[src/core/lfs_defines.vh]
// Overview of operation
// - field strobe pin: driven by us in master mode, input in slave mode.
// - line strobe pin: driven by us in master mode, input in slave mode.
// - slave mode aligns all internal timing to incoming line and field strobes.
// - resync pulse clears counters and restarts strobe outputs aligned to it.
// - all timing derives from the single master clock input.
// - horizontal and vertical counters locate every pixel and line position.
// - horizontal counter supports lines up to 8192 pixel clocks.
// - vertical counter supports fields up to 4096 lines.
`ifndef LFS_DEFINES_VH
`define LFS_DEFINES_VH
`define LFS_H_MAX        8192
`define LFS_V_MAX        4096
`define LFS_H_WIDTH      13
`define LFS_V_WIDTH      12
`define LFS_H_RESET      13'h0000
`define LFS_V_RESET      12'h000
`define LFS_LINE_DEF     13'h0100
`define LFS_FIELD_DEF    12'h0010
`define LFS_LPULSE_DEF   13'h0004
`define LFS_FPULSE_DEF   12'h001
`endif

[src/core/lfs_edge_detect.v]
`timescale 1ns/100ps
`include "lfs_defines.vh"
module lfs_edge_detect (
  input  wire CORE_CLK,
  input  wire RST,
  input  wire level_in,
  output wire fall
);
  reg prev;
  // strobes are active low, so a falling edge marks the start
  always @(posedge CORE_CLK or posedge RST) begin
    if (RST) begin
      prev <= 1'b1;
    end else begin
      prev <= level_in;
    end
  end
  assign fall = prev & ~level_in;
endmodule

[src/core/lfs_sync_counters.v]
`timescale 1ns/100ps
`include "lfs_defines.vh"
module lfs_sync_counters #(
  parameter H_WIDTH = `LFS_H_WIDTH,
  parameter V_WIDTH = `LFS_V_WIDTH
) (
  input  wire               CORE_CLK,
  input  wire               RST,
  input  wire               MASTER_MODE,
  input  wire               RESYNC,
  input  wire [H_WIDTH-1:0] LINE_LENGTH,
  input  wire [V_WIDTH-1:0] FIELD_LENGTH,
  input  wire [H_WIDTH-1:0] LINE_PULSE_WIDTH,
  input  wire [V_WIDTH-1:0] FIELD_PULSE_WIDTH,
  input  wire               LINE_STROBE_N_I,
  output reg                LINE_STROBE_N_O,
  output wire               LINE_STROBE_OE,
  input  wire               FIELD_STROBE_N_I,
  output reg                FIELD_STROBE_N_O,
  output wire               FIELD_STROBE_OE,
  output reg  [H_WIDTH-1:0] H_COUNT,
  output reg  [V_WIDTH-1:0] V_COUNT,
  output reg                LINE_START,
  output reg                FIELD_START
);
  ////////////////////////////////////////////////////////////////////////////
  wire               line_fall;
  wire               field_fall;
  reg                resync_d;
  wire               resync_pulse;
  reg  [H_WIDTH-1:0] next_h;
  reg  [V_WIDTH-1:0] next_v;
  reg                next_line_start;
  reg                next_field_start;
  wire               h_wrap;
  wire               v_wrap;
  wire [H_WIDTH-1:0] h_last;
  wire [V_WIDTH-1:0] v_last;

  // terminal count compare is shared by both counters
  function at_end;
    input [15:0] count;
    input [15:0] last;
    begin
      at_end = (count >= last);
    end
  endfunction

  // pins are outputs only in master mode
  assign LINE_STROBE_OE  = MASTER_MODE;
  assign FIELD_STROBE_OE = MASTER_MODE;

  lfs_edge_detect u_line_edge (
    .CORE_CLK (CORE_CLK),
    .RST      (RST),
    .level_in (LINE_STROBE_N_I),
    .fall     (line_fall)
  );

  lfs_edge_detect u_field_edge (
    .CORE_CLK (CORE_CLK),
    .RST      (RST),
    .level_in (FIELD_STROBE_N_I),
    .fall     (field_fall)
  );

  ////////////////////////////////////////////////////////////////////////////
  // resync is edge triggered so a long pulse restarts the frame only once
  always @(posedge CORE_CLK or posedge RST) begin
    if (RST) begin
      resync_d <= 1'b0;
    end else begin
      resync_d <= RESYNC;
    end
  end
  assign resync_pulse = RESYNC & ~resync_d;

  // a zero length means full range: subtracting in port width lands on the top count
  assign h_last = LINE_LENGTH - {{(H_WIDTH-1){1'b0}}, 1'b1};
  assign v_last = FIELD_LENGTH - {{(V_WIDTH-1){1'b0}}, 1'b1};
  assign h_wrap = at_end({{(16-H_WIDTH){1'b0}}, H_COUNT}, {{(16-H_WIDTH){1'b0}}, h_last});
  assign v_wrap = at_end({{(16-V_WIDTH){1'b0}}, V_COUNT}, {{(16-V_WIDTH){1'b0}}, v_last});

  ////////////////////////////////////////////////////////////////////////////
  always @* begin
    next_h           = H_COUNT + {{(H_WIDTH-1){1'b0}}, 1'b1};
    next_v           = V_COUNT;
    next_line_start  = 1'b0;
    next_field_start = 1'b0;
    if (resync_pulse) begin
      next_h           = {H_WIDTH{1'b0}};
      next_v           = {V_WIDTH{1'b0}};
      next_line_start  = 1'b1;
      next_field_start = 1'b1;
    end else if (!MASTER_MODE) begin
      // slave: counters follow the incoming strobe edges
      if (field_fall) begin
        next_h           = {H_WIDTH{1'b0}};
        next_v           = {V_WIDTH{1'b0}};
        next_line_start  = 1'b1;
        next_field_start = 1'b1;
      end else if (line_fall) begin
        next_h          = {H_WIDTH{1'b0}};
        next_v          = V_COUNT + {{(V_WIDTH-1){1'b0}}, 1'b1};
        next_line_start = 1'b1;
      end else if (H_COUNT == {H_WIDTH{1'b1}}) begin
        // hold at the top rather than alias into the next line
        next_h = H_COUNT;
      end
    end else if (h_wrap) begin
      next_h          = {H_WIDTH{1'b0}};
      next_line_start = 1'b1;
      if (v_wrap) begin
        next_v           = {V_WIDTH{1'b0}};
        next_field_start = 1'b1;
      end else begin
        next_v = V_COUNT + {{(V_WIDTH-1){1'b0}}, 1'b1};
      end
    end
  end

  ////////////////////////////////////////////////////////////////////////////
  // single clock domain: everything steps on the master clock
  always @(posedge CORE_CLK or posedge RST) begin
    if (RST) begin
      H_COUNT          <= `LFS_H_RESET;
      V_COUNT          <= `LFS_V_RESET;
      LINE_START       <= 1'b0;
      FIELD_START      <= 1'b0;
      LINE_STROBE_N_O  <= 1'b1;
      FIELD_STROBE_N_O <= 1'b1;
    end else begin
      H_COUNT          <= next_h;
      V_COUNT          <= next_v;
      LINE_START       <= next_line_start;
      FIELD_START      <= next_field_start;
      // strobes low for the first pulse-width counts of each line/field
      LINE_STROBE_N_O  <= ~(MASTER_MODE & (next_h < LINE_PULSE_WIDTH));
      FIELD_STROBE_N_O <= ~(MASTER_MODE & (next_v < FIELD_PULSE_WIDTH));
    end
  end
endmodule

[config.mk]
export PLATFORM = sky130hd
export DESIGN_NAME = lfs_sync_counters
export DESIGN_NICKNAME = d
export VERILOG_FILES = /design/src/core/lfs_edge_detect.v /design/src/core/lfs_sync_counters.v
export VERILOG_INCLUDE_DIRS = /design/src /design/src/core
export SDC_FILE = /design/constraint.sdc
export NUM_CORES = 1
export LEC_CHECK = 0
export BUFFER_PORTS_ARGS = -buffer_cell sky130_fd_sc_hd__buf_2
export CELL_PAD_IN_SITES_DETAIL_PLACEMENT = 0
export CELL_PAD_IN_SITES_GLOBAL_PLACEMENT = 2
export CORE_MARGIN = 2
export CORE_UTILIZATION = 34
export DETAILED_ROUTE_END_ITERATION = 8
export GPL_ROUTABILITY_DRIVEN = 0
export PLACE_DENSITY = 0.95
export SYNTH_ARGS = -nofsm -noshare
export SYNTH_HDL_FRONTEND = slang
export SYNTH_SLANG_ARGS = --single-unit
[constraint.sdc]
create_clock -name CORE_CLK -period 8 [get_ports CORE_CLK]
set_clock_uncertainty 0.15 [all_clocks]
set_input_delay 0.8 -clock CORE_CLK [delete_from_list [all_inputs] [get_ports CORE_CLK]]
set_output_delay 0.8 -clock CORE_CLK [all_outputs]
set_load 0.1 [all_outputs]
==> out/metrics.cfg <==
[yosys]
synth_cell_types = 50
yosys_warnings = 0
synth_xor_area_share_pct = 11.5
yosys.area_share.simple_pct = 25.1
synth-compound-area-share_pct = 15.0
synth_area_mm2 = 0.00349
synth_area_leaders = dfrtp_1, ha_1, xnor2_1
synth_fa_ha_area_share_pct = 18.6
ys_async_sr_fraction_pct = 100
synth_edf_count = 0
synth_nets = 542
synth_top_family_by_area = simple AND/OR/NAND/NOR gates
synth.top_cell.area_share_pct = 20.1
avgSynthCellArea_um2 = 8.04
synth-seq-area-share_pct = 23.1
synth-main-ff-cell = dfrtp_1
ys_ff_latch = 32
synth_mux_area_share_pct = 0.896
syn_inst = 434
synth_top_cell_by_area = dfrtp_1

[placed_design]
dpl.hpwl_um = 7660
placed_area_mm2 = 0.00404
io_buffers = 86
dp_cells = 640

[clock_network]
cts.sinks = 32
cts_made_buffers = 5
ctsRootBufferMaster = clkbuf_8
hold_buffers = 0
htreeDepth = 2
clk_path_buf_depth = 2
cts_tree = yes
cts_setup_buffers = 0
cts.clk_slew.worst_paths_ps = 70
insertion_delay_ps = 290
ctsResizeCount = 0

[sta]
hold_viol_final = 0
rsz0062_at_grt = no
min_period_ps = 5370
setup_viol = 0
fin_crit_sh_pct = 67.2
finalSetupTns_ps = 0
maxSlewViolCount = 0
max_freq_ghz = 0.186
slew_headroom_pct = 57.9
worstMarginPinSlew_ps = 631

[critical_path]
cp.required_ps = 8070
start_kind = primary input
crit_top_cell = ha_1
reg2reg_slack_ps = 3660
slowest_delay_ps = 570
path_class = primary input to register
timing.rr.end = FIELD_STROBE_N_O
r2r.worst_path.cells = 16
endpoint_kind = register
crit_end = FIELD_STROBE_N_O
critPathSlowestCell = a221oi_1
arrival_ps = 5440
crit_fanout = 14
cp_num_buf_inv = 2
r2r-start = V_COUNT[0]
crit_start = LINE_LENGTH[0]
crit_chain = buf_2 > inv_1 > ha_1 > nand2_1 > or3_1 > nor3_1 > xnor2_1 > ha_1 > and4_1 > a221oi_1 > and2_4 > nand2_1 > a311oi_1 > ha_1 > a2111oi_0 > o21ai_0 > a311o_1 > o221ai_1 > nor3_1 > o2bb2ai_1
path_depth = 20
critPathTopFamily = compound AO/OA/AOI/OAI gates

[finish]
finalInstanceArea_mm2 = 0.00414
diodes = 0
fin_cells = 648
area_delta_synth_final_pct = 18.5
final_nets = 622
drive_gt1_share_pct = 20.8
fillCellCount = 988

[pwr]
leakagePower_nw = 2.03
ir_drop_mv = 0.0770
p_per_area_mw_per_mm2 = 137
total_power_mw = 0.566

[die]
fp.dieArea_mm2 = 0.0111
core-area_mm2 = 0.00986
fp.dieH_um = 105
start_util_pct = 35.4
rows = 36
pin_count = 87
die_x_um = 105

[flow_run]
cap_violations = 0

[global_route]
grt_pass1_wl_um = 15800
grt_max_degree = 33
overflow = 0
antenna_found_initial = 0
grt_usage_pct = 17.3
grt_pass1_vias = 3202

[drt]
routed_wl_um = 9710
first_pass_iters = 5
wl_per_cell_um = 15.0
drt_iter0_drc = 175
vias = 3385
drc_errors = 0
via_per_inst = 5.22
ant_nets = 0

[status]
status = finished clean

[worst_hold_path]
min_path_type = primary input to async pin

-- cell families after synthesis --
| kind of cell | Yosys count |
|---|---|
| xor gates and xnor gates | 46 |
| DFF | 32 |
| adders and majority gates | 52 |
| and+or+nand+nor | 173 |
| buffers and inverters | 51 |
| muxes | 3 |
| AOI/OAI and AO/OA | 77 |
-- state kept, by name (all words and copies together), names as in the netlist --
name / cells
H_COUNT: 13
LINE_START: 1
resync_d: 1
LINE_STROBE_N_O: 1
u_field_edge.prev: 1
FIELD_START: 1
u_line_edge.prev: 1
V_COUNT: 12
FIELD_STROBE_N_O: 1
-- cell type report --
cell class,instances,area (um2),share of cell area [%]
multi-input cells,351,2480,60.0
repair buffers,89,453,10.9
flip-flops and latches,32,806,19.5
well taps,133,166,4.02
inverters,35,131,3.18
clock inverters,2,15.0,0.363
clock buffers,6,82.6,2.00
-- synth_stat cells (all sizes together) (4+ instances only) --
cell type	number
and2	5
ha	52
o21ai	13
nand3	25
nor4	8
a31oi	4
a21o	4
dfstp	4
and4	4
a2111oi	5
inv	35
a311oi	6
and3	5
xnor2	31
nor2	42
o2111ai	4
buf	6
clkbuf	10
nand2	35
dfrtp	28
nor2b	6
a21oi	24
nor3	15
xor2	15
nand4	11
nand2b	8
-- where the power goes --
group / switching, mW / total, mW / internal, mW
Clock: 0.0651 / 0.135 / 0.0696
Combinational: 0.166 / 0.234 / 0.0687
Sequential: 0.0237 / 0.198 / 0.174
Total: 0.254 / 0.566 / 0.312
-- tightest hold or removal path: cells and delay by family --
kind	cells	cell delay (ps)
buf+inv	3	500
-- metal layers --
| layer | track usage, % | wire (um) | vias to the layer above |
|---|---|---|---|
| li1 | - | - | 1713 |
| met1 | 25.8 | 4960 | 1565 |
| met2 | 26.3 | 4250 | 99 |
| met3 | 1.86 | 409 | 8 |
| met4 | 4.76 | 92 | 0 |
| met5 | 0 | 0 | - |
-- layout by cell type, fill, tap and decap left out, types with 4 or more instances in the layout --
master	Yosys	layout
nor2_1	42	42
a21oi_1	24	24
nand2b_1	8	8
nand4_1	11	11
a311oi_1	6	6
dfstp_2	4	4
nor2b_1	6	6
and3_1	5	5
nand2_1	35	35
o2111ai_1	4	4
inv_1	35	35
a21o_1	4	4
ha_1	52	52
xnor2_1	31	31
o21ai_0	12	12
buf_2	2	86
dfrtp_1	28	28
a31oi_1	4	4
nand3_1	25	25
clkbuf_8	0	6
and4_1	4	4
nor4_1	7	7
nor3_1	15	15
and2_1	4	4
xor2_1	15	15
a2111oi_0	4	4
-- metrics by stage --
step                      worst slack (ps)  hold WS (ps)  utilization, %
final                                 2630           447            41.9
after global routing                  2230           472            41.9
after CTS                             2620           458            41.9
after detailed placement              2350           497            40.9
after global placement                2460           508            40.9
after floorplan                       2790           577               -
-- worst min-delay path by stage --
stage,startpoint,to,slack (ps),cells past startpoint
2_1_floorplan,resync_d,H_COUNT[1],580,3
3_3_place_gp,H_COUNT[9],H_COUNT[9],510,2
3_5_place_dp,H_COUNT[9],H_COUNT[9],500,2
4_1_cts,RST,resync_d,460,3
5_1_grt,FIELD_STROBE_N_I,u_field_edge.prev,470,1
6_report,RST,resync_d,450,3
Power figures use the tool's default switching activity.
